===== config.mk =====
export PLATFORM = sky130hd
export DESIGN_NAME = hkpd_top
export DESIGN_NICKNAME = d
export VERILOG_FILES = /design/src/logic/hkpd_pkg.sv /design/src/logic/hkpd_top.sv /design/src/logic/hkpd_sync.sv /design/src/logic/hkpd_conv.sv
export SDC_FILE = /design/constraint.sdc
export NUM_CORES = 1
export LEC_CHECK = 0
export ABC_CLOCK_PERIOD_IN_PS = 3550
export BUFFER_PORTS_ARGS = -buffer_cell sky130_fd_sc_hd__buf_4
export CAP_MARGIN = 5
export CELL_PAD_IN_SITES_DETAIL_PLACEMENT = 0
export CELL_PAD_IN_SITES_GLOBAL_PLACEMENT = 1
export CORE_ASPECT_RATIO = 1.4
export CORE_MARGIN = 4
export CORE_UTILIZATION = 30
export DETAILED_ROUTE_END_ITERATION = 8
export HOLD_SLACK_MARGIN = 0.02
export PLACE_DENSITY = 0.67
export SLEW_MARGIN = 5
export SYNTH_ARGS = -nofsm -noshare
export SYNTH_HDL_FRONTEND = slang
export SYNTH_HIERARCHICAL = 1
export SYNTH_SLANG_ARGS = --single-unit

===== constraint.sdc =====
create_clock -name aclk -period 3.55 [get_ports aclk]
set_clock_uncertainty 0.1 [all_clocks]
set_input_delay 0.71 -clock aclk [delete_from_list [all_inputs] [get_ports aclk]]
set_output_delay 0.71 -clock aclk [all_outputs]
set_load 0.02 [all_outputs]

===== src/logic/hkpd_pkg.sv =====
// Package of register map, field positions and timing counts for the key press detector
package hkpd_pkg;
  localparam int unsigned CLK_HZ = 50000000;
  localparam int unsigned KEYS = 4;
  // Register byte offsets
  localparam logic [7:0] OFS_CTRL = 8'h00;
  localparam logic [7:0] OFS_PRESS_DB = 8'h04;
  localparam logic [7:0] OFS_RELEASE_DB = 8'h08;
  localparam logic [7:0] OFS_THRESH = 8'h0c;
  localparam logic [7:0] OFS_FLAGS = 8'h10;
  localparam logic [7:0] OFS_RESULT = 8'h14;
  localparam logic [7:0] OFS_STATUS = 8'h18;
  // Control field positions
  localparam int unsigned CTRL_ENABLE = 0;
  localparam int unsigned CTRL_RAW = 1;
  localparam int unsigned CTRL_TRIGGER = 2;
  localparam int unsigned CTRL_REMOVAL = 3;
  // Flag register layout
  localparam int unsigned FLAG_PRESS_LSB = 0;
  localparam int unsigned FLAG_RELEASE_LSB = 4;
  localparam int unsigned FLAG_CONV_DONE = 8;
  // Reset values and minimum completed result
  localparam logic [15:0] PRESS_DB_RESET = 16'h0100;
  localparam logic [15:0] RELEASE_DB_RESET = 16'h0100;
  localparam logic [23:0] THRESH_RESET = 24'h604020;
  localparam logic [7:0] RESULT_MIN = 8'h01;
  // Conversion sample settle time in ns, and its cycle count
  localparam int unsigned CONV_TIME_NS = 200;
  localparam int unsigned CONV_CYCLES = (CONV_TIME_NS * (CLK_HZ / 1000000) + 999) / 1000;
  localparam logic [1:0] AXI_OKAY = 2'b00;
  localparam logic [1:0] AXI_SLVERR = 2'b10;
endpackage


===== src/logic/hkpd_top.sv =====
// Headset key press detector with debounce, flags, raw conversion and AXI4-Lite registers
// What this block does
// - Contact voltage falling below threshold starts the press debounce timer.
// - Glitching restarts the press timer; once settled it runs to completion.
// - Press debounce end sets the key press flag and raises the interrupt.
// - Setting a key press flag clears that key's release flag.
// - Contact returning to bias level starts the release debounce timer.
// - Release debounce expiry sets the release flag and raises the interrupt.
// - Host reading the flag register clears flags and drops the interrupt.
// - Unread flags keep accumulating across successive keys.
// - Timing and flags identical for sleeve or second ring microphone.
// - Clearing enable stops detection at once and clears all key flags.
// - Turning raw mode on keeps pending press and release flags.
// - Raw mode ignores thresholds and reports only through key one flags.
// - Result clears only on raw off, disable or removal, never on read.
// - Software trigger reruns conversion without setting key one press.
// - Result updates per detection or trigger in raw mode only; each raw-mode completion sets done flag.
// - Completed result is nonzero, minimum 01h; 00h means none or cleared.
// - Flag register returns to zero on disable write or removal.
//
// Chosen here: the AXI4-Lite interface to the registers and the placing of the registers.
`timescale 1ns/100ps
module hkpd_top
  import hkpd_pkg::*;
(
  input wire logic aclk,
  input wire logic aresetn,
  input wire logic [7:0] s_axi_awaddr,
  input wire logic s_axi_awvalid,
  output logic s_axi_awready,
  input wire logic [31:0] s_axi_wdata,
  input wire logic [3:0] s_axi_wstrb,
  input wire logic s_axi_wvalid,
  output logic s_axi_wready,
  output logic [1:0] s_axi_bresp,
  output logic s_axi_bvalid,
  input wire logic s_axi_bready,
  input wire logic [7:0] s_axi_araddr,
  input wire logic s_axi_arvalid,
  output logic s_axi_arready,
  output logic [31:0] s_axi_rdata,
  output logic [1:0] s_axi_rresp,
  output logic s_axi_rvalid,
  input wire logic s_axi_rready,
  input wire logic contact_below,
  input wire logic [1:0] key_level,
  input wire logic mic_on_second_ring,
  input wire logic accessory_removed,
  input wire logic conv_link_clk,
  input wire logic conv_link_data,
  output logic key_irq
);
  import hkpd_pkg::*;

  // ----------------------------------------------------------------
  // Types and storage
  // ----------------------------------------------------------------
  typedef enum logic [1:0] {
    HKPD_IDLE = 2'b00,
    HKPD_PRESS_DB = 2'b01,
    HKPD_HELD = 2'b10,
    HKPD_RELEASE_DB = 2'b11
  } hkpd_state_t;

  hkpd_state_t state;
  logic key_detect_enable;
  logic raw_mode;
  logic [15:0] press_db;
  logic [15:0] release_db;
  logic [23:0] thresh;
  logic [3:0] press_flag;
  logic [3:0] release_flag;
  logic conv_done_flag;
  logic [7:0] result;
  logic [15:0] db_cnt;
  logic [1:0] held_key;
  logic below_s;
  logic removed_s;
  logic link_clk_s;
  logic link_data_s;
  logic link_clk_d;
  logic [1:0] level_s;
  logic ring_s;
  logic conv_busy;
  logic conv_done;
  logic [7:0] conv_code;
  logic conv_start;

  // ----------------------------------------------------------------
  // Pin synchronisers
  // ----------------------------------------------------------------
  // The key level code is sampled only while debounced, so per-bit sync is safe
  hkpd_sync u_sync_below (.aclk(aclk), .aresetn(aresetn), .din(contact_below), .dout(below_s));
  hkpd_sync u_sync_rem (.aclk(aclk), .aresetn(aresetn), .din(accessory_removed),
    .dout(removed_s));
  hkpd_sync u_sync_lclk (.aclk(aclk), .aresetn(aresetn), .din(conv_link_clk),
    .dout(link_clk_s));
  hkpd_sync u_sync_ldat (.aclk(aclk), .aresetn(aresetn), .din(conv_link_data),
    .dout(link_data_s));
  hkpd_sync u_sync_lv0 (.aclk(aclk), .aresetn(aresetn), .din(key_level[0]), .dout(level_s[0]));
  hkpd_sync u_sync_lv1 (.aclk(aclk), .aresetn(aresetn), .din(key_level[1]), .dout(level_s[1]));
  hkpd_sync u_sync_ring (.aclk(aclk), .aresetn(aresetn), .din(mic_on_second_ring),
    .dout(ring_s));

  always_ff @(posedge aclk) begin
    if (!aresetn) begin
      link_clk_d <= 1'b0;
    end else begin
      link_clk_d <= link_clk_s;
    end
  end

  // ----------------------------------------------------------------
  // AXI4-Lite slave
  // ----------------------------------------------------------------
  logic aw_held;
  logic w_held;
  logic [7:0] aw_addr;
  logic [31:0] w_data;
  logic [3:0] w_strb;
  logic wr_fire;
  logic wr_ok;
  logic rd_fire;
  logic flag_read;
  logic ctrl_wr;
  logic trigger;
  logic next_enable;
  logic next_raw;

  assign s_axi_awready = !aw_held && !s_axi_bvalid;
  assign s_axi_wready = !w_held && !s_axi_bvalid;
  assign s_axi_arready = !s_axi_rvalid;
  assign wr_fire = aw_held && w_held && !s_axi_bvalid;
  assign rd_fire = s_axi_arvalid && s_axi_arready;
  assign flag_read = rd_fire && s_axi_araddr[7:2] == OFS_FLAGS[7:2];
  assign ctrl_wr = wr_ok && aw_addr[7:2] == OFS_CTRL[7:2] && w_strb[0];
  assign trigger = ctrl_wr && w_data[CTRL_TRIGGER];
  assign next_enable = ctrl_wr ? w_data[CTRL_ENABLE] : key_detect_enable;
  // Raw mode cannot outlive detection enable
  assign next_raw = next_enable && (ctrl_wr ? w_data[CTRL_RAW] : raw_mode);

  function automatic logic is_mapped(input logic [7:0] a);
    return a[7:2] <= OFS_STATUS[7:2] && a[1:0] == 2'b00;
  endfunction

  // Misaligned or unmapped writes change nothing
  assign wr_ok = wr_fire && is_mapped(aw_addr);

  always_ff @(posedge aclk) begin
    if (!aresetn) begin
      aw_held <= 1'b0;
      w_held <= 1'b0;
      aw_addr <= 8'h00;
      w_data <= 32'h0;
      w_strb <= 4'h0;
      s_axi_bvalid <= 1'b0;
      s_axi_bresp <= AXI_OKAY;
    end else begin
      if (s_axi_awvalid && s_axi_awready) begin
        aw_held <= 1'b1;
        aw_addr <= s_axi_awaddr;
      end
      if (s_axi_wvalid && s_axi_wready) begin
        w_held <= 1'b1;
        w_data <= s_axi_wdata;
        w_strb <= s_axi_wstrb;
      end
      if (wr_fire) begin
        aw_held <= 1'b0;
        w_held <= 1'b0;
        s_axi_bvalid <= 1'b1;
        s_axi_bresp <= is_mapped(aw_addr) ? AXI_OKAY : AXI_SLVERR;
      end else if (s_axi_bvalid && s_axi_bready) begin
        s_axi_bvalid <= 1'b0;
      end
    end
  end

  always_ff @(posedge aclk) begin
    if (!aresetn) begin
      s_axi_rvalid <= 1'b0;
      s_axi_rdata <= 32'h0;
      s_axi_rresp <= AXI_OKAY;
    end else if (rd_fire) begin
      s_axi_rvalid <= 1'b1;
      s_axi_rresp <= is_mapped(s_axi_araddr) ? AXI_OKAY : AXI_SLVERR;
      unique case (is_mapped(s_axi_araddr) ? s_axi_araddr[7:2] : 6'h3f)
        OFS_CTRL[7:2]: s_axi_rdata <= {30'h0, raw_mode, key_detect_enable};
        OFS_PRESS_DB[7:2]: s_axi_rdata <= {16'h0, press_db};
        OFS_RELEASE_DB[7:2]: s_axi_rdata <= {16'h0, release_db};
        OFS_THRESH[7:2]: s_axi_rdata <= {8'h0, thresh};
        OFS_FLAGS[7:2]: s_axi_rdata <= {23'h0, conv_done_flag, release_flag, press_flag};
        OFS_RESULT[7:2]: s_axi_rdata <= {24'h0, result};
        OFS_STATUS[7:2]: s_axi_rdata <= {25'h0, conv_busy, held_key, state, below_s,
          ring_s};
        default: s_axi_rdata <= 32'h0;
      endcase
    end else if (s_axi_rvalid && s_axi_rready) begin
      s_axi_rvalid <= 1'b0;
    end
  end

  // ----------------------------------------------------------------
  // Configuration registers
  // ----------------------------------------------------------------
  always_ff @(posedge aclk) begin
    if (!aresetn) begin
      key_detect_enable <= 1'b0;
      raw_mode <= 1'b0;
      press_db <= PRESS_DB_RESET;
      release_db <= RELEASE_DB_RESET;
      thresh <= THRESH_RESET;
    end else begin
      key_detect_enable <= next_enable;
      raw_mode <= next_raw;
      if (wr_ok && aw_addr[7:2] == OFS_PRESS_DB[7:2]) begin
        press_db <= w_data[15:0];
      end
      if (wr_ok && aw_addr[7:2] == OFS_RELEASE_DB[7:2]) begin
        release_db <= w_data[15:0];
      end
      if (wr_ok && aw_addr[7:2] == OFS_THRESH[7:2]) begin
        thresh <= w_data[23:0];
      end
    end
  end

  // ----------------------------------------------------------------
  // Debounce state machine
  // ----------------------------------------------------------------
  // Microphone position only steers the analogue front end, so it never enters here
  logic press_done;
  logic release_done;
  logic detect_off;
  logic [1:0] key_sel;
  assign detect_off = !next_enable || removed_s;
  assign press_done = state == HKPD_PRESS_DB && below_s && db_cnt == 16'h0;
  assign release_done = state == HKPD_RELEASE_DB && !below_s && db_cnt == 16'h0;
  assign key_sel = raw_mode ? 2'd0 : level_s;

  always_ff @(posedge aclk) begin
    if (!aresetn) begin
      state <= HKPD_IDLE;
      db_cnt <= 16'h0;
      held_key <= 2'd0;
    end else if (detect_off) begin
      state <= HKPD_IDLE;
      db_cnt <= 16'h0;
    end else begin
      unique case (state)
        HKPD_IDLE: begin
          if (below_s) begin
            state <= HKPD_PRESS_DB;
            db_cnt <= press_db;
          end
        end
        HKPD_PRESS_DB: begin
          if (!below_s) begin
            state <= HKPD_IDLE;
          end else if (db_cnt != 16'h0) begin
            db_cnt <= db_cnt - 16'h1;
          end else begin
            state <= HKPD_HELD;
            held_key <= key_sel;
          end
        end
        HKPD_HELD: begin
          if (!below_s) begin
            state <= HKPD_RELEASE_DB;
            db_cnt <= release_db;
          end
        end
        HKPD_RELEASE_DB: begin
          if (below_s) begin
            state <= HKPD_HELD;
          end else if (db_cnt != 16'h0) begin
            db_cnt <= db_cnt - 16'h1;
          end else begin
            state <= HKPD_IDLE;
          end
        end
      endcase
    end
  end

  // ----------------------------------------------------------------
  // Key flags
  // ----------------------------------------------------------------
  // Set wins over the read clear, so an event in the read cycle survives
  always_ff @(posedge aclk) begin
    if (!aresetn) begin
      press_flag <= 4'h0;
      release_flag <= 4'h0;
    end else if (detect_off) begin
      press_flag <= 4'h0;
      release_flag <= 4'h0;
    end else begin
      for (int k = 0; k < KEYS; k++) begin
        if (press_done && key_sel == 2'(k)) begin
          press_flag[k] <= 1'b1;
          release_flag[k] <= 1'b0;
        end else if (release_done && held_key == 2'(k)) begin
          release_flag[k] <= 1'b1;
        end else if (flag_read) begin
          release_flag[k] <= 1'b0;
        end
        if (flag_read && !(press_done && key_sel == 2'(k))) begin
          press_flag[k] <= 1'b0;
        end
      end
    end
  end

  assign key_irq = (|press_flag) || (|release_flag) || conv_done_flag;

  // ----------------------------------------------------------------
  // Conversion result
  // ----------------------------------------------------------------
  // Conversions follow a detected press while enabled, or a software trigger in raw mode
  assign conv_start = !detect_off && (press_done || (trigger && next_raw));

  hkpd_conv u_conv (
    .aclk(aclk),
    .aresetn(aresetn),
    .start(conv_start),
    .link_clk_rise(link_clk_s && !link_clk_d),
    .link_data(link_data_s),
    .busy(conv_busy),
    .done(conv_done),
    .code(conv_code)
  );

  always_ff @(posedge aclk) begin
    if (!aresetn) begin
      result <= 8'h00;
      conv_done_flag <= 1'b0;
    end else if (!next_raw || removed_s) begin
      result <= 8'h00;
      conv_done_flag <= 1'b0;
    end else if (conv_done) begin
      result <= conv_code;
      conv_done_flag <= 1'b1;
    end else if (flag_read) begin
      conv_done_flag <= 1'b0;
    end
  end
endmodule


===== src/logic/hkpd_sync.sv =====
// Three-stage synchroniser with agreement filter for an asynchronous level
`timescale 1ns/100ps
module hkpd_sync (
  input wire logic aclk,
  input wire logic aresetn,
  input wire logic din,
  output logic dout
);
  logic [2:0] stage;

  always_ff @(posedge aclk) begin
    if (!aresetn) begin
      stage <= 3'h0;
    end else begin
      stage <= {stage[1:0], din};
    end
  end

  // Only stages two and three are compared, never the first
  always_ff @(posedge aclk) begin
    if (!aresetn) begin
      dout <= 1'b0;
    end else if (stage[1] == stage[2]) begin
      dout <= stage[2];
    end
  end
endmodule


===== src/logic/hkpd_conv.sv =====
// Serial conversion capture of the contact level code, clocked by the link strobe
`timescale 1ns/100ps
module hkpd_conv
  import hkpd_pkg::*;
(
  input wire logic aclk,
  input wire logic aresetn,
  input wire logic start,
  input wire logic link_clk_rise,
  input wire logic link_data,
  output logic busy,
  output logic done,
  output logic [7:0] code
);
  logic [2:0] bit_cnt;
  logic [7:0] shift;
  logic [7:0] settle;

  always_ff @(posedge aclk) begin
    if (!aresetn) begin
      busy <= 1'b0;
      done <= 1'b0;
      bit_cnt <= 3'h0;
      shift <= 8'h00;
      settle <= 8'h00;
      code <= 8'h00;
    end else begin
      done <= 1'b0;
      if (start && !busy) begin
        busy <= 1'b1;
        bit_cnt <= 3'h0;
        settle <= 8'(CONV_CYCLES);
      end else if (busy && settle != 8'h00) begin
        settle <= settle - 8'h01;
      end else if (busy && link_clk_rise) begin
        shift <= {shift[6:0], link_data};
        bit_cnt <= bit_cnt + 3'h1;
        if (bit_cnt == 3'h7) begin
          busy <= 1'b0;
          done <= 1'b1;
          // A finished result is never zero
          code <= ({shift[6:0], link_data} == 8'h00) ? RESULT_MIN
                                                     : {shift[6:0], link_data};
        end
      end
    end
  end
endmodule


## Word level (Yosys, flattened, before mapping)

Cells that the tools add are included.

| word-level totals | value |
|---|---|
| register bits | 225 |
| output and inout bits | 42 |
| word-level logic and storage cells | 237 |

| cells by class | value |
|---|---|
| multiplexer cells | 38 |
| magnitude comparators | 2 |
| reduce and logical (&&, ||, !) cells | 104 |
| eq/ne operators | 34 |
| bitwise gates (word level) | 6 |
| $add $sub $neg | 3 |

Operators with widths:

| operator | number |
|---|---|
| $pmux 24 s7 | 1 |
| $mux 16 | 5 |
| $pmux 16 s4 | 1 |
| $logic_and 1x1->1 | 42 |
| $eq 6x2->1 const B | 4 |
| $eq 6x3->1 const B | 4 |
| $reduce_or 3->1 | 8 |
| $reduce_bool 2->1 | 10 |
| $mux 2 | 9 |
| $mux 1 | 17 |
| $logic_not 16->1 | 1 |
| $reduce_and 4->1 | 4 |
| $reduce_bool 16->1 | 1 |
| $sub 16x1->16 const B | 1 |
| $logic_not 1->1 | 14 |
| $eq 2x2->1 const B | 6 |
| $eq 6x1->1 const B | 2 |
| $le 6x3->1 const B | 2 |
| $logic_not 6->1 | 2 |
| $reduce_or 4->1 | 3 |
| $logic_not 2->1 | 5 |
| $logic_not 8->1 | 1 |
| $mux 4 | 2 |
| $mux 8 | 1 |
| 17 further kinds | 41 |

## Logic depth before layout (Yosys ltp)

Gate-level depths: netlist (run 1).

| depth | value |
|---|---|
| word-level depth | 13 |
| mapped depth | 13 |

## Hierarchy

The synthesis (run 1) kept the hierarchy.

By module, submodules not included:

| module | area each (sq um) | cells each | sequential area each (sq um) | instances |
|---|---|---|---|---|
| hkpd_top | 7194.4 | 774 | 3183.1 | 1 |
| hkpd_conv | 1256.2 | 133 | 560.5 | 1 |
| hkpd_sync | 116.4 | 10 | 80.1 | 7 |

## Worst setup path after synthesis (run 1)

OpenSTA, ideal clock, no wires.

| path | value |
|---|---|
| kind | register -> register |
| start | register db_cnt[0] |
| end | register u_conv.settle[7] |
| path slack | 404 ps |
| clock period less this slack | 3146 ps |
| setup time | 129 ps |
| cell stages (with the launch flop) | 14 |
| buffers on the path | 3 |
| arrival time | 2916 ps |
| data required time | 3321 ps |
| path through | dfxtp_1 > inv_1 > ha_1 > or4b_4 > or4_1 > buf_2 > or3_4 > a21oi_1 > o21ba_2 > nand2b_1 > clkbuf_1 > clkbuf_1 > nand3_1 > mux2i_1 |

| on the way | value |
|---|---|
| cells in the longest elaborated chain, start to end | 6 |

RTL lines:

| element | RTL line | text |
|---|---|---|
| start, declared | hkpd_top.sv:75 | `logic [15:0] db_cnt;` |
| start signal, assigned | hkpd_top.sv:254 | `db_cnt <= press_db;` |
| start signal, assigned | hkpd_top.sv:261 | `db_cnt <= db_cnt - 16'h1;` |
| start signal, assigned | hkpd_top.sv:270 | `db_cnt <= release_db;` |
| $logic_not 16->1 | hkpd_top.sv:237 | `assign press_done = state == HKPD_PRESS_DB && below_s && db_cnt == 16'h0;` |
| $logic_and 1x1->1 | hkpd_top.sv:237 |  |
| $logic_or 1x1->1 | hkpd_top.sv:320 | `assign conv_start = !detect_off && (press_done \|\| (trigger && next_raw));` |
| $logic_and 1x1->1 | hkpd_top.sv:320 |  |
| named net conv_start | hkpd_top.sv:87 | `logic conv_start;` |
| $logic_and 1x1->1 | hkpd_conv.sv:29 | `if (start && !busy) begin` |
| $reduce_or 2->1 (no source line) | -- |  |
| end signal, assigned | hkpd_conv.sv:32 | `settle <= 8'(CONV_CYCLES);` |
| end signal, assigned | hkpd_conv.sv:34 | `settle <= settle - 8'h01;` |
| end, declared | hkpd_conv.sv:17 | `logic [7:0] settle;` |

The timed path passes the listed nets, and every way through them passes these cells.
A chain may end at the register's enable or synchronous reset.

## Worst setup path in the final report (run 1)

| path | value |
|---|---|
| start | register db_cnt[0] |
| end | register u_conv.settle[1] |

| on the way | value |
|---|---|
| cells in the longest elaborated chain, start to end | 6 |
| elaborated cells on any way between the ends | 7 |

RTL lines:

| element | RTL line |
|---|---|
| $logic_not 16->1 * | hkpd_top.sv:237 |
| $logic_and 1x1->1 * | hkpd_top.sv:237 |
| $logic_or 1x1->1 * | hkpd_top.sv:320 |
| $logic_and 1x1->1 * | hkpd_top.sv:320 |
| named net conv_start | hkpd_top.sv:87 |
| $logic_and 1x1->1 * | hkpd_conv.sv:29 |
| $mux 4 or $reduce_bool 2->1 (tied branches) | -- |

Mark *: on every way through the listed nets, which the timed path passes. The rest lies on a longest branch.

==> results of run 1 <==
## per-stage QoR
stage	instance area, sq um	setup WS (ns)
2_1_floorplan	9300	0.404
3_3_place_gp	10300	0.232
3_5_place_dp	10300	0.193
4_1_cts	11100	0.182
5_1_grt	11100	0.140
6_report	11100	0.387
## cell usage after synthesis (all sizes together), types with 3 or more instances
cell / n / area (sq um)
dfxtp: 215 / 4300
nand2: 124 / 465
mux2i: 111 / 1110
nor2b: 81 / 507
clkbuf: 45 / 169
a21boi: 39 / 293
o21ai: 39 / 195
a21oi: 30 / 154
nor2: 30 / 113
and2: 27 / 178
buf: 24 / 140
nor3: 17 / 85.1
a22oi: 15 / 113
mux2: 15 / 169
nand3: 15 / 75.1
a221oi: 12 / 105
inv: 12 / 45.0
nand3b: 8 / 60.1
or4: 8 / 60.1
a211oi: 7 / 52.6
a221o: 7 / 70.1
nor3b: 7 / 52.6
nor4: 7 / 43.8
or2: 7 / 43.8
a32oi: 6 / 52.6
nand2b: 6 / 37.5
o22ai: 6 / 37.5
ha: 5 / 62.6
nor4b: 4 / 41.3
or4b: 4 / 47.6
a31oi: 3 / 18.8
and3: 3 / 18.8
nand4: 3 / 18.8
nand4b: 3 / 26.3
o21a: 3 / 22.5
o31a: 3 / 27.5
or3: 3 / 23.8
## logic make-up after synthesis
logic type | Yosys count
AND/OR/NAND/NOR | 361
XOR/XNOR | 1
adder cells (fa/ha/maj) | 5
flip-flops | 215
buffers and inverters | 82
AO/OA/AOI/OAI | 184
other | 1
multiplexers | 128
## power by group
part | switching (mW) | internal (mW) | leakage [nW]
Sequential | 0.0341 | 2.45 | 1.74
Combinational | 0.152 | 0.117 | 1.72
Clock | 0.974 | 1.43 | 0.371
## worst register-to-register path: cells and delay by family (launching register included)
kind,cells,cell delay (ns)
simple gates,4,1.56
compound gates,4,0.76
flops,1,0.34
fa+ha+maj,1,0.21
buf+inv,1,0.08
## flip-flops by register name (all words and copies together), names as in the netlist, 2 cells and up, named ones only
| register | flops |
|---|---|
| s_axi_rdata | 24 |
| thresh | 24 |
| w_data | 24 |
| db_cnt | 16 |
| press_db | 16 |
| release_db | 16 |
| aw_addr | 8 |
| result | 8 |
| u_conv/code | 8 |
| u_conv/settle | 8 |
| u_conv/shift | 7 |
| press_flag | 4 |
| release_flag | 4 |
| u_conv/bit_cnt | 3 |
| u_sync_below/stage | 3 |
| u_sync_lclk/stage | 3 |
| u_sync_ldat/stage | 3 |
| u_sync_lv0/stage | 3 |
| u_sync_lv1/stage | 3 |
| u_sync_rem/stage | 3 |
| u_sync_ring/stage | 3 |
| held_key | 2 |
## cell usage in the layout (no fill, tap or decap), types with 4 or more instances in the layout
cell,Yosys,layout
a221oi_1,12,12
clkinv_2,0,4
conb_1,1,10
and2_1,20,20
clkbuf_8,0,4
o22ai_1,6,6
a221o_1,7,7
a32oi_1,6,6
nand3b_1,8,8
and2_2,7,7
nor2b_1,81,81
o21ai_0,32,32
dfxtp_1,215,215
nor2_1,30,30
or4_1,8,8
a21boi_1,7,7
nand2b_1,6,5
ha_1,5,5
o21ai_1,7,7
a211oi_1,7,7
nand2_1,124,124
clkbuf_1,45,5
or2_2,7,7
inv_1,12,12
buf_4,11,108
clkbuf_16,0,23
nand3_1,15,15
nor3b_1,7,5
a21oi_1,29,29
a21boi_0,32,32
mux2_2,15,15
nor3_1,17,16
nor4_1,7,7
a22oi_1,15,15
mux2i_1,111,111
## final cells by class
class                           count  area share [%]
Timing Repair Buffer              108            7.33
Tap cell                          385            4.36
Inverter                           13           0.441
Clock buffer                       32            5.87
Multi-Input combinational cell    689            42.1
Sequential cell                   215            38.9
Clock inverter                      9           0.951
## final timing paths
check / from / endpoint / slack [ns] / depth (start not counted)
setup / recovery: db_cnt[0] / u_conv/settle[1] / 0.39 / 10
hold / removal: conv_link_clk / u_sync_lclk/stage[0] / 0.31 / 2
setup reg to reg: db_cnt[0] / u_conv/settle[1] / 0.39 / 10
hold reg to reg: u_sync_ldat/stage[0] / u_sync_ldat/stage[1] / 0.33 / 1
## metal layers
metal	global-route usage (%)	up-vias	share of wire, %
met2	24.1	119	50
met1	17.4	3389	44
met4	3.79	0	1.9
li1	-	3572	-
met5	0	-	0
met3	2.08	28	4.0
## what timing repair did
item,in CTS,in global routing
setup endpoints to repair,0,5
gates resized for setup,0,1
hold buffers,0,0
==> metrics.yaml, run 1 <==
crit_chain: "inv_1 -> ha_1 -> or4b_4 -> or4_1 -> or3_4 -> a21oi_1 -> o21ba_2 -> nor2_1 -> a31o_2 -> a221oi_1"
final_core_util_pct: 36.6
synthCells: 977
drtIter0Drc: 435
crit_type: "reg2reg"
area.sequential_sq_mm: 0.00430
ys_seq_elements: 215
die_area_sq_mm: 0.0338
dr.pass1.iters: 5
drc: 0
synthXorXnorAreaFrac_pct: 0.0945
rsz0062_at_grt: "false"
hpwlAfterDp_mm: 16.4
yosys.area_share.simple_pct: 20.9
avgViaCountPerCell: 4.90
wl_mm: 23.6
synth_warnings: 6
ir_drop_mv: 0.291
report.final.hold_viol_count: 0
portBuffers: 86
grt_start_max_net_pins: 63
syn_area_per_cell_sq_um: 9.48
critical-path-top-delay-family: "simple AND/OR/NAND/NOR gates"
cts_tree: "done"
wl_per_cell_microns: 16.3
setup_violations: 0
static-leakage-power_nw: 3.83
slew_viol_final: 0
cpMaxStageDelayCell: "or4_1"
path_clk_slew_ns: 0.06
grt_pass1_vias: 7066
drv_cap: 0
tns_ns: 0
finalNonFillerCells: 1451
fmax_ghz: 0.316
holdWs_ns: 0.314
grt_pass1_wl_mm: 38.2
synth_edf_count: 0
worstPathBufferInverterCount: 1
num-nets-final: 1121
relSlewSlack_pct: 52.4
endpoint_kind: "flip-flop"
synthMuxAreaShare_pct: 14.3
seq_area_frac_synth_pct: 46.5
fill_cells: 3106
yosysUniqueCellTypes: 67
clk-insertion-delay-late_ns: 0.51
finalPower_mw: 5.16
synth_top_family_by_area: "simple AND/OR/NAND/NOR gates"
drive_gt1_share_pct: 17.9
tightest_slew_ns: 0.709
antenna_found_initial: 0
fp-row-count: 75
synthFlopType: "dfxtp_1"
postRouteAntennaNets: 0
synth_area_sq_mm: 0.00927
powerDensity_mw_per_mm2: 467
worstPathArrival_ns: 3.47
start_util_pct: 30.7
flow.area_growth_from_synthesis_pct: 19.3
synth-adder-area-share_pct: 0.675
cts_max_path_buffers: 3
grt_usage_pct: 13.7
num_vias: 7108
worstPathMaxFanout: 5
cts_sinks: 215
hp-class: "in2reg"
synth-async-reset-ratio_pct: 0
multi_input_area_sq_mm: 0.00465
core_area_sq_mm: 0.0302
cts_made_buffers: 23
synth_compound_area_share_pct: 13.7
htree_levels: 1
root_buffer: "clkbuf_16"
max_stage_delay_ns: 0.55
placed_cells: 1410
io_pins: 108
cp.required_ns: 3.86
die_w_microns: 157
fin_crit_sh_pct: 89.1
critPathLaunchType: "flip-flop"
gp_congestion: 0.802
die_y_microns: 216
diodes: 0
status: "finished clean"
fin_crit_ns: 3.16
overflow: 0
post-cts-setup-buffer-count: 0
Power figures use the tool's default switching activity.
==> run 2: changes to the inputs <==
CELL_PAD_IN_SITES_DETAIL_PLACEMENT = unset   (was 0)
CELL_PAD_IN_SITES_GLOBAL_PLACEMENT = unset   (was 1)
PLACE_DENSITY = 0.57   (was 0.67)
==> run 2 against run 1 <==
Net effect: first-iteration DRC count down 9.4%; cell count down 0.28%; non-clock buffer count down 4; maximum frequency down 5.4%; flip-flop and latch count unchanged; critical path type unchanged; largest cell class unchanged.
==> metrics.yaml, run 2 (synthesis gave the netlist of run 1 again) <==
status: "finished clean"  # unchanged
min_from: "key_level[1]"  # was conv_link_clk
grt_usage_pct: 13.4  # was 13.7%
die_y_microns: 216  # unchanged
diodes: 0  # unchanged
root_buffer: "clkbuf_16"  # unchanged
finalNonFillerCells: 1447  # was 1,451
place_ws_ns: 0.212  # was 0.193 ns
rsz0062_at_grt: "false"  # unchanged
drc: 0  # unchanged
drv_cap: 0  # unchanged
num_vias: 7093  # was 7,108
path_clk_slew_ns: 0.06  # about the same
hold_path_end: "u_sync_lv1/stage[0]"  # was u_sync_lclk/stage[0]
holdWs_ns: 0.320  # was 0.314 ns
tns_ns: 0  # unchanged
drtIter0Drc: 394  # was 435
cts_resized: 0  # unchanged
layout_commonest_cell: "dfxtp_1"  # unchanged
fin_crit_sh_pct: 94.1  # was 89.1%
dr.pass1.iters: 4  # was 5
report.final.hold_viol_count: 0  # unchanged
drive_gt1_share_pct: 17.2  # was 17.9%
portBuffers: 86  # unchanged
hold_buffers: 0  # unchanged
multi_input_area_sq_mm: 0.00465  # about the same
pwr-share-seq_pct: 48.9  # was 48.2%
clk-insertion-delay-late_ns: 0.50  # was 0.51 ns
static-leakage-power_nw: 3.80  # was 3.83 nW
holdPathStages: 2  # unchanged
switchingPower_mw: 1.13  # was 1.16 mW
area.sequential_sq_mm: 0.00430  # unchanged
finalInstanceArea_sq_mm: 0.0110  # was 0.0111 sq mm
reg2reg_slack_ns: 0.21  # was 0.39 ns
num-nets-final: 1117  # was 1,121
switching_share_pct: 22.2  # was 22.5%
cts_tree: "done"  # unchanged
core_area_sq_mm: 0.0302  # unchanged
cts_made_buffers: 23  # unchanged
setup_violations: 0  # unchanged
die_area_sq_mm: 0.0338  # unchanged
cp.required_ns: 3.83  # was 3.86 ns
cts_max_path_buffers: 3  # unchanged
final_cell_mix: "dfxtp_1, nand2_1, mux2i_1"  # unchanged
flow.area_growth_from_synthesis_pct: 18.8  # was 19.3%
grt_pass1_vias: 6953  # was 7,066
grt_pass1_wl_mm: 37.5  # was 38.2 mm
relSlewSlack_pct: 27.8  # was 52.4%
worst_r2r_endpoint: "u_conv/done"  # was u_conv/settle[1]
powerDensity_mw_per_mm2: 463  # was 467 mW/mm^2
placed_cell_area_sq_mm: 0.0103  # about the same
critPathLaunchType: "flip-flop"  # unchanged
slew_viol_final: 0  # unchanged
tightest_slew_ns: 1.08  # was 0.709 ns
grt_start_max_net_pins: 88  # was 63
postRouteAntennaNets: 0  # unchanged
endpoint_kind: "flip-flop"  # unchanged
start_util_pct: 30.7  # unchanged
placed_cells: 1406  # was 1,410
overflow: 0  # unchanged
fp-row-count: 75  # unchanged
cts_sinks: 215  # unchanged
wl_per_cell_microns: 15.9  # was 16.3 microns
hpwlAfterDp_mm: 15.9  # was 16.4 mm
avgViaCountPerCell: 4.90  # about the same
antenna_found_initial: 0  # unchanged
ir_drop_mv: 0.347  # was 0.291 mV
fin_ws_ns: 0.208  # was 0.387 ns
fill_cells: 3068  # was 3,106
reg2reg_depth: 9  # was 10
gp_congestion: 0.842  # was 0.802
post-cts-setup-buffer-count: 0  # unchanged
clkPwrFrac_pct: 45.9  # was 46.5%
largestRegisters: "s_axi_rdata: 24 flops, thresh: 24 flops, w_data: 24 flops"  # unchanged
die_w_microns: 157  # unchanged
io_pins: 108  # unchanged
fin_crit_ns: 3.34  # was 3.16 ns
worstPathArrival_ns: 3.63  # was 3.47 ns
htree_levels: 1  # unchanged
r2r-start: "db_cnt[0]"  # unchanged
fmax_ghz: 0.299  # was 0.316 GHz
hp-class: "in2reg"  # unchanged
pwr-share-comb_pct: 5.2  # about the same
crit_type: "reg2reg"  # unchanged
wl_mm: 23.0  # was 23.6 mm
worstPathMaxFanout: 17  # was 5
p_int_mw: 3.96  # was 4.00 mW
[run 2: cell types whose count changed in the layout (fill, tap and decap cells not counted)]
| cell | change |
|---|---|
| buf_4 | -4 |
| bufinv_16 | -1 |
| clkbuf_1 | +3 |
| clkbuf_8 | +2 |
| clkinv_2 | -2 |
| inv_6 | -2 |
| nand2b_1 | +1 |
| nand2b_2 | -1 |
[run 2: power by group through the flow]
stage | registers [mW] | clock network [mW] | logic (mW)
floorplan | 2.53 | 0 | 0.165
global placement | 2.54 | 0 | 0.268
detailed placement | 2.54 | 0 | 0.269
CTS | 2.49 | 2.41 | 0.270
global route | 2.49 | 2.51 | 0.293
finish | 2.49 | 2.34 | 0.266
[run 2: area by class of cell]
| class | instances | share of cell area [%] |
|---|---|---|
| well taps | 385 | 4.38 |
| clock buffers | 37 | 6.25 |
| flip-flops and latches | 215 | 39.1 |
| multi-input cells | 689 | 42.3 |
| clock inverters | 4 | 0.432 |
| inverters | 13 | 0.443 |
| repair buffers | 104 | 7.10 |
[run 2: worst max-delay path by stage]
stage	startpoint	end	slack, ns
3_5_place_dp	db_cnt[0]	u_conv/settle[4]	0.21
5_1_grt	db_cnt[0]	u_conv/settle[7]	0.03
4_1_cts	db_cnt[0]	u_conv/settle[4]	0.21
3_3_place_gp	db_cnt[0]	u_conv/done	0.28
2_1_floorplan	db_cnt[0]	u_conv/settle[7]	0.40
6_report	db_cnt[0]	u_conv/done	0.21
[run 2: critical path: stages, from the launching register on]
cell	delay, ns
dfxtp_1	0.34
inv_1	0.08
ha_1	0.20
or4b_4	0.51
or4_1	0.52
or3_4	0.45
a21oi_1	0.16
o21ba_2	0.17
nand2b_1	0.35
and3_1	0.34
[run 2: per-stage QoR]
stage	utilization (%)	power, mW
after floorplan	-	2.70
after global placement	34.0	2.81
after detailed placement	34.0	2.81
after CTS	36.4	5.17
after global routing	36.4	5.30
final	36.4	5.09
[run 2: layer usage]
metal	vias up	global-route usage (%)	wire (microns)
li1	3568	-	-
met1	3341	17.3	9980
met2	143	22.7	11300
met3	41	2.14	1090
met4	0	4.25	622
met5	-	0	0
==> run 3: changes to the inputs <==
CELL_PAD_IN_SITES_DETAIL_PLACEMENT = 2   (was unset)
CELL_PAD_IN_SITES_GLOBAL_PLACEMENT = 2   (was unset)
PLACE_DENSITY = 0.77   (was 0.57)
==> run 3 against run 2 <==
Net effect: first-iteration DRC count shrank 27%; highest routed layer unchanged; critical endpoint is now u_conv/settle[1]; total power increased by 2.6%; core utilization increased by 0.14 points; sequential share of layout area shrank 0.15 points; register-to-register slack improved by 0.03 ns; non-clock buffer count rose by 2; via count up 4.8%; die area did not move.
==> metrics.yaml, run 3 (synthesis gave the netlist of run 1 again) <==
layout_commonest_cell: "dfxtp_1"  # unchanged
avgViaCountPerCell: 5.14  # was 4.90
switching_share_pct: 22.9  # was 22.2%
pwr-share-comb_pct: 5.3  # was 5.2%
grt_pass1_vias: 8221  # was 6,953
fill_cells: 3304  # was 3,068
tns_ns: 0  # unchanged
relSlewSlack_pct: 51.9  # was 27.8%
hold_buffers: 0  # unchanged
area.sequential_sq_mm: 0.00430  # unchanged
antenna_found_initial: 0  # unchanged
fin_crit_ns: 3.31  # was 3.34 ns
fmax_ghz: 0.302  # was 0.299 GHz
portBuffers: 86  # unchanged
flow.area_growth_from_synthesis_pct: 19.2  # was 18.8%
drtIter0Drc: 287  # was 394
core_area_sq_mm: 0.0302  # unchanged
pwr-share-seq_pct: 47.7  # was 48.9%
die_y_microns: 216  # unchanged
static-leakage-power_nw: 3.83  # was 3.80 nW
start_util_pct: 30.7  # unchanged
largestRegisters: "s_axi_rdata: 24 flops, thresh: 24 flops, w_data: 24 flops"  # unchanged
cts_tree: "done"  # unchanged
fin_crit_sh_pct: 93.2  # was 94.1%
switchingPower_mw: 1.20  # was 1.13 mW
slew_viol_final: 0  # unchanged
worstPathMaxFanout: 5  # was 17
cp.required_ns: 3.87  # was 3.83 ns
worstPathArrival_ns: 3.63  # about the same
cts_sinks: 215  # unchanged
status: "finished clean"  # unchanged
diodes: 0  # unchanged
ir_drop_mv: 0.327  # was 0.347 mV
num_vias: 7434  # was 7,093
crit_type: "reg2reg"  # unchanged
place_ws_ns: 0.115  # was 0.212 ns
dr.pass1.iters: 4  # unchanged
grt_start_max_net_pins: 68  # was 88
tightest_slew_ns: 0.720  # was 1.08 ns
critPathLaunchType: "flip-flop"  # unchanged
die_w_microns: 157  # unchanged
die_area_sq_mm: 0.0338  # unchanged
powerDensity_mw_per_mm2: 473  # was 463 mW/mm^2
rsz0062_at_grt: "false"  # unchanged
clk-insertion-delay-late_ns: 0.52  # was 0.50 ns
num-nets-final: 1120  # was 1,117
fin_ws_ns: 0.241  # was 0.208 ns
placed_cells: 1408  # was 1,406
cts_made_buffers: 24  # was 23
grt_usage_pct: 16.3  # was 13.4%
drive_gt1_share_pct: 17.8  # was 17.2%
wl_mm: 27.9  # was 23.0 mm
hpwlAfterDp_mm: 19.3  # was 15.9 mm
endpoint_kind: "flip-flop"  # unchanged
drc: 0  # unchanged
final_core_util_pct: 36.6  # was 36.4%
multi_input_area_sq_mm: 0.00465  # about the same
io_pins: 108  # unchanged
setup_violations: 0  # unchanged
final_cell_mix: "dfxtp_1, nand2_1, mux2i_1"  # unchanged
finalNonFillerCells: 1447  # unchanged
htree_levels: 1  # unchanged
postRouteAntennaNets: 0  # unchanged
report.final.hold_viol_count: 0  # unchanged
fp-row-count: 75  # unchanged
cts_max_path_buffers: 3  # unchanged
p_int_mw: 4.03  # was 3.96 mW
wl_per_cell_microns: 19.3  # was 15.9 microns
gp_congestion: 0.808  # was 0.842
path_clk_slew_ns: 0.06  # about the same
overflow: 0  # unchanged
grt_pass1_wl_mm: 45.1  # was 37.5 mm
hp-class: "in2reg"  # unchanged
drv_cap: 0  # unchanged
clkPwrFrac_pct: 47.0  # was 45.9%
root_buffer: "clkbuf_16"  # unchanged
-- run 3: worst max-delay path, cell delays in order (launching register included) --
cell      delay, ns
dfxtp_1        0.35
inv_1          0.09
ha_1           0.21
or4b_4         0.51
or4_1          0.56
or3_4          0.46
a21oi_1        0.19
o21ba_2        0.20
nor2_1         0.06
a31o_2         0.23
a221oi_1       0.24
-- run 3: final timing paths --
kind                               from  cells after the start  slack (ns)               endpoint
setup / recovery              db_cnt[0]                     10        0.24       u_conv/settle[1]
hold / removal            conv_link_clk                      2        0.30   u_sync_lclk/stage[0]
setup reg to reg              db_cnt[0]                     10        0.24       u_conv/settle[1]
hold reg to reg   u_sync_below/stage[0]                      1        0.33  u_sync_below/stage[1]
-- run 3: per-layer routing --
metal	up-vias	GRT usage [%]	share of wire, %
li1	3567	-	-
met1	3732	18.9	40
met2	95	31.1	55
met3	40	1.76	2.8
met4	0	4.98	2.5
met5	-	0	0
-- run 3: cell type report --
cell class,instances,share of cell area [%]
Clock buffer,30,6.01
Clock inverter,9,0.883
Inverter,13,0.442
Multi-Input combinational cell,689,42.1
Sequential cell,215,39.0
Tap cell,385,4.36
Timing Repair Buffer,106,7.20
-- run 3: power groups by stage --
stage / Sequential, mW / Clock, mW / Combinational (mW)
after floorplan: 2.53 / 0 / 0.165
after global placement: 2.54 / 0 / 0.273
after detailed placement: 2.55 / 0 / 0.279
after CTS: 2.49 / 2.52 / 0.283
after global routing: 2.50 / 2.61 / 0.306
final: 2.49 / 2.46 / 0.277
-- run 3: repair_timing --
item / 4_1_cts / 5_1_grt
setup buffers: 0 / 0
setup endpoints to repair: 0 / 10
resized for setup: 0 / 1
-- run 3: through the flow --
step                      cell area, sq um  power (mW)  hold WS [ns]
after floorplan                       9300        2.70         0.306
after global placement               10300        2.82         0.309
after detailed placement             10300        2.83         0.323
after CTS                            11000        5.29         0.288
after global routing                 11000        5.42         0.294
final                                11000        5.23         0.298
